==> src/lcs_defines.vh <==
// constants for the lock-clear host sequencer
`ifndef LCS_DEFINES_VH
`define LCS_DEFINES_VH
// software register offsets
`define LCS_REG_CTRL      4'h0
`define LCS_REG_STATUS    4'h1
`define LCS_REG_RESULT    4'h2
`define LCS_REG_CMDCFG    4'h3
// control register bits
`define LCS_CTRL_START    0
`define LCS_CTRL_CLRSTAT  1
`define LCS_CTRL_ARRAY    2
// status bit positions of the device
`define LCS_SR_READY      7
`define LCS_SR_ERASE_SUSP 6
`define LCS_SR_ERASE_ERR  5
`define LCS_SR_PROG_ERR   4
`define LCS_SR_SUPPLY_LOW 3
`define LCS_SR_PROG_SUSP  2
`define LCS_SR_PROTECT    1
`define LCS_SR_MASK       8'hfe
// command codes, both bytes
`define LCS_CMD_CLR_SETUP   16'h6060
`define LCS_CMD_CLR_CONFIRM 16'hd0d0
`define LCS_CMD_CLR_STATUS  16'h5050
`define LCS_CMD_READ_STAT   16'h7070
`define LCS_CMD_READ_ARRAY  16'hffff
// bus phase length in cycles (strobe low time)
`define LCS_PHASE_CYC     4'h8
`endif

==> src/lcs_host.v <==
// host-side sequencer for the lock-bit clear command and status polling
// Operation
// device unlocks all set blocks together
// write setup then confirm, back to back
// device returns status after the sequence
// done shown on busy pin and ready bit
// on completion test bit 5, clear on error
// device stays in status mode until command
// bad confirm sets bits 4 and 5
// aborted clear must be reissued
// bit 7 one when ready
// bit 6 erase suspended
// bit 5 erase or clear failed
// bit 4 program or lock-set failed
// bit 3 set means issue clear-status
// bit 2 program suspended
// bit 1 lock or override abort
// mask reserved bit 0 when polling
// ignore bits 6..0 while bit 7 zero
// bits 5 and 4 mean bad sequence
// bit 1 sampled only after sequences
// word status: high and low bytes
// write ffff to return to array read
// clear status before any retry
// error flags stay until clear-status
//
// Chosen here: the plain strobed port and the register offsets.
`timescale 1ns/1ps
`default_nettype none
`include "lcs_defines.vh"
module lcs_host (
    // clock and reset
    input  wire        sys_clk_i,
    input  wire        rst_n_i,
    // software register port
    input  wire [3:0]  reg_addr_i,
    input  wire [15:0] reg_wdata_i,
    input  wire        reg_wr_i,
    input  wire        reg_rd_i,
    output reg  [15:0] reg_rdata_o,
    // card bus
    output reg         card_ce_n_o,
    output reg         card_oe_n_o,
    output reg         card_we_n_o,
    output reg         card_reset_n_o,
    output reg  [15:0] card_data_o,
    output reg         card_data_oe_o,
    input  wire [15:0] card_data_i,
    input  wire        card_busy_n_i
);
    localparam S_IDLE  = 3'd0;
    localparam S_WR    = 3'd1;
    localparam S_GAP   = 3'd2;
    localparam S_RD    = 3'd3;
    localparam S_EVAL  = 3'd4;
    localparam S_DONE  = 3'd5;

    reg [15:0] data_s1_r, data_s2_r;
    reg        busy_s1_r, busy_s2_r;
    reg [2:0]  state_r;
    reg [3:0]  cnt_r;
    reg [1:0]  step_r;        // 0 setup,1 confirm,2 clr-status,3 array
    reg [1:0]  job_r;         // 0 lock clear,1 clear status,2 array read
    reg [15:0] result_r;
    reg        done_r, err_r, seq_err_r, retry_r, active_r;
    reg        was_reset_r;
    wire [15:0] word_st = data_s2_r & {`LCS_SR_MASK, `LCS_SR_MASK};
    wire        both_rdy = word_st[8+`LCS_SR_READY] & word_st[`LCS_SR_READY];
    wire        any_err;
    genvar g;
    wire [1:0] lane_err;
    generate
        for (g = 0; g < 2; g = g + 1) begin : g_lane
            assign lane_err[g] = word_st[8*g+`LCS_SR_ERASE_ERR] |
                                 word_st[8*g+`LCS_SR_SUPPLY_LOW];
        end
    endgenerate
    assign any_err = |lane_err;

    always @(posedge sys_clk_i) begin
        if (!rst_n_i) begin
            data_s1_r <= 16'h0000;
            data_s2_r <= 16'h0000;
            busy_s1_r <= 1'b0;
            busy_s2_r <= 1'b0;
        end else begin
            data_s1_r <= card_data_i;
            data_s2_r <= data_s1_r;
            busy_s1_r <= card_busy_n_i;
            busy_s2_r <= busy_s1_r;
        end
    end

    always @(posedge sys_clk_i) begin
        if (!rst_n_i) begin
            state_r        <= S_IDLE;
            cnt_r          <= 4'h0;
            step_r         <= 2'd0;
            job_r          <= 2'd0;
            result_r       <= 16'h0000;
            done_r         <= 1'b0;
            err_r          <= 1'b0;
            seq_err_r      <= 1'b0;
            retry_r        <= 1'b0;
            active_r       <= 1'b0;
            was_reset_r    <= 1'b1;
            card_ce_n_o    <= 1'b1;
            card_oe_n_o    <= 1'b1;
            card_we_n_o    <= 1'b1;
            card_reset_n_o <= 1'b0;
            card_data_o    <= 16'h0000;
            card_data_oe_o <= 1'b0;
        end else begin
            card_reset_n_o <= 1'b1;
            case (state_r)
                S_IDLE: begin
                    if (reg_wr_i && reg_addr_i == `LCS_REG_CTRL) begin
                        active_r <= 1'b1;
                        done_r   <= 1'b0;
                        if (reg_wdata_i[`LCS_CTRL_START]) begin
                            job_r  <= 2'd0;
                            step_r <= 2'd0;
                            err_r  <= 1'b0;
                            seq_err_r <= 1'b0;
                            was_reset_r <= 1'b0;
                            state_r <= S_WR;
                        end else if (reg_wdata_i[`LCS_CTRL_CLRSTAT]) begin
                            job_r  <= 2'd1;
                            step_r <= 2'd2;
                            state_r <= S_WR;
                        end else if (reg_wdata_i[`LCS_CTRL_ARRAY]) begin
                            job_r  <= 2'd2;
                            step_r <= 2'd3;
                            state_r <= S_WR;
                        end else begin
                            active_r <= 1'b0;
                        end
                    end
                    cnt_r <= 4'h0;
                end
                S_WR: begin
                    card_ce_n_o    <= 1'b0;
                    card_we_n_o    <= 1'b0;
                    card_data_oe_o <= 1'b1;
                    case (step_r)
                        2'd0:    card_data_o <= `LCS_CMD_CLR_SETUP;
                        2'd1:    card_data_o <= `LCS_CMD_CLR_CONFIRM;
                        2'd2:    card_data_o <= `LCS_CMD_CLR_STATUS;
                        default: card_data_o <= `LCS_CMD_READ_ARRAY;
                    endcase
                    cnt_r <= cnt_r + 4'h1;
                    if (cnt_r == `LCS_PHASE_CYC) begin
                        card_we_n_o <= 1'b1;
                        card_ce_n_o <= 1'b1;
                        cnt_r   <= 4'h0;
                        state_r <= S_GAP;
                    end
                end
                S_GAP: begin
                    card_data_oe_o <= 1'b0;
                    cnt_r <= cnt_r + 4'h1;
                    if (cnt_r == `LCS_PHASE_CYC) begin
                        cnt_r <= 4'h0;
                        if (step_r == 2'd0) begin
                            step_r  <= 2'd1;      // confirm follows directly
                            state_r <= S_WR;
                        end else if (job_r == 2'd0) begin
                            state_r <= S_RD;      // device now shows status R3 R6
                        end else begin
                            state_r <= S_DONE;
                        end
                    end
                end
                S_RD: begin
                    card_ce_n_o <= 1'b0;
                    card_oe_n_o <= 1'b0;
                    cnt_r <= cnt_r + 4'h1;
                    // two sync stages plus settle before sampling
                    if (cnt_r == `LCS_PHASE_CYC) begin
                        card_ce_n_o <= 1'b1;
                        card_oe_n_o <= 1'b1;
                        cnt_r   <= 4'h0;
                        state_r <= S_EVAL;
                    end
                end
                S_EVAL: begin
                    // trust low bits only when both lanes ready
                    if (both_rdy && busy_s2_r) begin
                        result_r  <= word_st;
                        err_r     <= any_err;
                        seq_err_r <= word_st[13] & word_st[12] |
                                     word_st[5] & word_st[4];
                        if (any_err) begin
                            step_r  <= 2'd2;      // clear status, error kept in reg R5 R23
                            job_r   <= 2'd1;
                            retry_r <= 1'b1;
                            state_r <= S_WR;
                        end else begin
                            state_r <= S_DONE;
                        end
                    end else begin
                        state_r <= S_RD;
                    end
                end
                S_DONE: begin
                    done_r   <= 1'b1;
                    active_r <= 1'b0;
                    retry_r  <= 1'b0;
                    state_r  <= S_IDLE;
                end
                default: state_r <= S_IDLE;
            endcase
        end
    end

    // status shows that lock bits are unknown from reset until a clear is started
    always @(posedge sys_clk_i) begin
        if (!rst_n_i) begin
            reg_rdata_o <= 16'h0000;
        end else if (reg_rd_i) begin
            case (reg_addr_i)
                `LCS_REG_STATUS: reg_rdata_o <= {11'h000, was_reset_r, seq_err_r,
                                                 err_r, done_r, active_r};
                `LCS_REG_RESULT: reg_rdata_o <= result_r;
                `LCS_REG_CMDCFG: reg_rdata_o <= {14'h0000, retry_r, busy_s2_r};
                default:         reg_rdata_o <= 16'h0000;
            endcase
        end else begin
            reg_rdata_o <= 16'h0000;
        end
    end
endmodule // lcs_host
`default_nettype wire

==> config.mk <==
export PLATFORM = sky130hd
export DESIGN_NAME = lcs_host
export DESIGN_NICKNAME = d
export VERILOG_FILES = /design/src/lcs_host.v
export VERILOG_INCLUDE_DIRS = /design/src
export SDC_FILE = /design/constraint.sdc
export NUM_CORES = 1
export LEC_CHECK = 0
export ABC_CLOCK_PERIOD_IN_PS = 2300
export BUFFER_PORTS_ARGS = -buffer_cell sky130_fd_sc_hd__buf_2
export CAP_MARGIN = 20
export CORE_ASPECT_RATIO = 0.6
export CORE_UTILIZATION = 52
export DETAILED_ROUTE_END_ITERATION = 12
export PLACE_DENSITY = 0.87
export SYNTH_ARGS = -nofsm -noshare
export SYNTH_HDL_FRONTEND = slang
export SYNTH_SLANG_ARGS = --single-unit
export TNS_END_PERCENT = 20
==> constraint.sdc <==
create_clock -name sys_clk_i -period 2.3 [get_ports sys_clk_i]
set_input_delay 0.46 -clock sys_clk_i [delete_from_list [all_inputs] [get_ports sys_clk_i]]
set_output_delay 0.46 -clock sys_clk_i [all_outputs]
set_load 0.01 [all_outputs]
==> metrics.md <==
| Metric | Value |
|---|---|
| Core Footprint | `5730 um^2` |
| VDD IR max | `520 uV` |
| Largest net degree at the start of global routing | `49` |
| Fin crit share | `81.3%` |
| Reg-to-Reg Start | `state_r[2]` |
| Layout cells sized above 1 | `22.7%` |
| Initial antenna violation count | `0` |
| Power Density | `755 nW/um^2` |
| Worst hold endpoint | `busy_s1_r` |
| CP top delay family | `simple AND/OR/NAND/NOR gates` |
| CP max-delay cell | `or3_1` |
| CTS tree | `yes` |
| Adder-Cell Fraction of Synth Area | `2.36%` |
| Final Max Tran Viols | `0` |
| Area contributors post-synth | `dfxtp_1, and2_1, nand2_1` |
| Initial DRC count | `161` |
| Synthesized instance count | `341` |
| Dominant synthesized flop cell | `dfxtp_1` |
| Least-Margin Pin Slew | `0.642 ns` |
| Synth Area in Simple Gates | `23.2%` |
| #FFs+latches synth | `86` |
| DR vias/cell | `4.97` |
| Critical path arrival | `2.15 ns` |
| Diodes inserted | `0` |
| Avg WL per Cell | `12.5 um` |
| Critical path peak fanout | `12` |
| Vias in the first global route | `2112` |
| Sequential power share | `54.7%` |
| Net Sw Frac | `21.6%` |
| Worst Hold Path Cells | `2` |
| Reg2Reg Depth | `4` |
| Post-Syn Nets | `388` |
| Die Width | `103 um` |
| Worst skew pair latency | `0.36 ns` |
| GPL Wtd Cong | `0.855` |
| Nets@finish | `439` |
| Most frequent cells after synthesis | `dfxtp_1, and2_1, nand2_1` |
| Worst EP required | `2.58 ns` |
| CP endpoint kind | `register` |
| Psw | `0.604 mW` |
| Logic pwr share | `4.2%` |
| Setup TNS | `0 ns` |
| HPWL Detailed | `4.25 mm` |
| Number of synthesized flops with an enable pin | `0` |
| CTS Hold Bufs | `0` |
| Status | `complete, no violations` |
| Critical Path Max Stage Delay | `0.50 ns` |
| Final-report hold violation count | `0` |
| Count leader, synth | `dfxtp_1` |
| Post-Syn Area | `3190 um^2` |
| Final Util | `64.7%` |
| Initial DRT Pass Iterations | `4` |
| Fmax | `535 MHz` |
| Area of the multi-input gates | `1280 um^2` |
| Multiplexer share of the synthesized area | `1.89%` |
| First-pass GRT wire length | `9.96 mm` |
| Number of gates resized after CTS | `0` |
| Drt drc | `0` |
| Share of Yosys cell area claimed by the top area cell type | `54.0%` |
| Post-layout minimum cycle time | `1.87 ns` |
| Synth Area in Compound Gates | `12.6%` |
| Final wirelength | `5.96 mm` |
| Root Driver | `clkbuf_8` |
| Reg area | `1720 um^2` |
| Post-synth ARST share | `0%` |
| Initial core utilization | `55.6%` |
| Clk pwr share | `41.1%` |
| # clock sinks | `86` |
| Area growth syn-to-layout | `16.3%` |
| R2R Path End | `job_r[1]` |
| Hold path start | `card_busy_n_i` |
| Lkg Pwr | `1.57 nW` |
| CTS buffer count | `9` |
| Max Cap Viol | `0` |
| Maximum level of the CTS H-tree | `3` |
| Register area share after synthesis | `54.0%` |
| RSZ-0062 raised after global routing | `no` |
| Min-delay worst type | `input pin to register` |
| Top cell type by total area after synthesis | `dfxtp_1` |
| Mean Syn Cell Area | `9.34 um^2` |
| Die area | `6450 um^2` |
| Worst-path clk slew | `0.08 ns` |
| Gr usage total | `20.7%` |
| IO Pins | `78` |
| Post-CTS setup buffers | `0` |
| Die Y | `62.6 um` |
| Distinct cells, synth | `46` |
| Rows | `21` |
| Detailed-route via count | `2371` |
| Endpoints failing setup | `0` |
| PortBufs | `61` |
| Slew HR | `56.8%` |
| XOR/XNOR Fraction of Synth Area | `0%` |
| Routed Antenna Nets | `0` |
| Setup Skew | `0.00796 ns` |
| Worst R2R Setup Slack | `0.43 ns` |
| Yosys warns | `0` |
| Crit path launch type | `register` |
| Internal Power | `2.19 mW` |
| Crit-path cells | `or3_1 -> or3_4 -> or2_4 -> a221oi_2` |
| Max Buffers Root-to-Sink | `2` |
| WS Path Type | `register to register` |
| GR Overflow Total | `0` |
| WP buf/inv | `0` |
| Fillers | `488` |
| Main combinational cell family by area after synthesis | `simple AND/OR/NAND/NOR gates` |
[layout make-up]
type                       instances  area share [%]
timing repair buffer              67            9.45
multi-input combinational        219            34.5
sequential                        86            46.5
inverter                           9           0.912
tap                               80            2.70
clock inverter                     6            2.53
clock buffer                      10            3.44
[cells in the final DEF, fill, tap and decap left out, types with 6 or more instances in the layout]
| master | instances |
|---|---|
| buf_2 | 61 |
| nor3_1 | 6 |
| inv_1 | 9 |
| clkbuf_8 | 9 |
| ha_1 | 6 |
| o21ai_0 | 10 |
| nor2_1 | 33 |
| and2_1 | 40 |
| dfxtp_1 | 86 |
| buf_4 | 6 |
| mux2i_1 | 6 |
| a21oi_1 | 21 |
| nand2_1 | 38 |
[cells by family (layout without fill, tap and decap cells)]
family,Yosys count,count (layout)
compound gates,61,61
fa+ha+maj,6,6
buf+inv,36,92
flops,86,86
mux,6,6
other cells,1,1
simple gates,145,145
[power groups by stage]
| stage | sequential, mW | combinational, mW | clock [mW] |
|---|---|---|---|
| floorplan | 1.56 | 0.0701 | 0 |
| global placement | 1.57 | 0.112 | 0 |
| detailed placement | 1.57 | 0.116 | 0 |
| CTS | 1.53 | 0.116 | 1.17 |
| global route | 1.53 | 0.130 | 1.25 |
| finish | 1.53 | 0.116 | 1.15 |
[worst max-delay path by stage]
stage,startpoint,end,slack (ns),cells past startpoint
final,state_r[2],job_r[1],0.43,4
after global routing,state_r[2],job_r[1],0.34,4
after CTS,state_r[2],job_r[1],0.44,4
after detailed placement,reg_addr_i[1],job_r[1],0.21,5
after global placement,reg_addr_i[1],job_r[1],0.24,5
after floorplan,reg_addr_i[1],job_r[1],0.45,4
[metrics by stage]
stage	hold slack [ns]	cell area, um^2	instances	worst slack, ns	power (mW)
floorplan	0.412	3190	341	0.454	1.63
global placement	0.418	3480	461	0.244	1.68
detailed placement	0.417	3480	461	0.207	1.68
CTS	0.290	3710	477	0.442	2.82
global route	0.285	3710	477	0.344	2.92
finish	0.306	3710	477	0.430	2.80
[metal layers]
metal  GRT usage (%)  part of all wire (%)  vias to the layer above
met2            27.4                    39                       87
met5               0                     0                        -
met1            30.4                    52                     1036
met4            8.98                   1.7                        0
li1                -                     -                     1239
met3            6.38                   7.0                        9
[flip-flops by register name (all words and copies together) (netlist names), 2 cells and up]
signal and count:
reg_rdata_o 15, data_s1_r 14, data_s2_r 14, result_r 14, card_data_o 5, cnt_r 4
state_r 3, job_r 2, step_r 2
No activity file was read; power rests on OpenSTA's default activity.
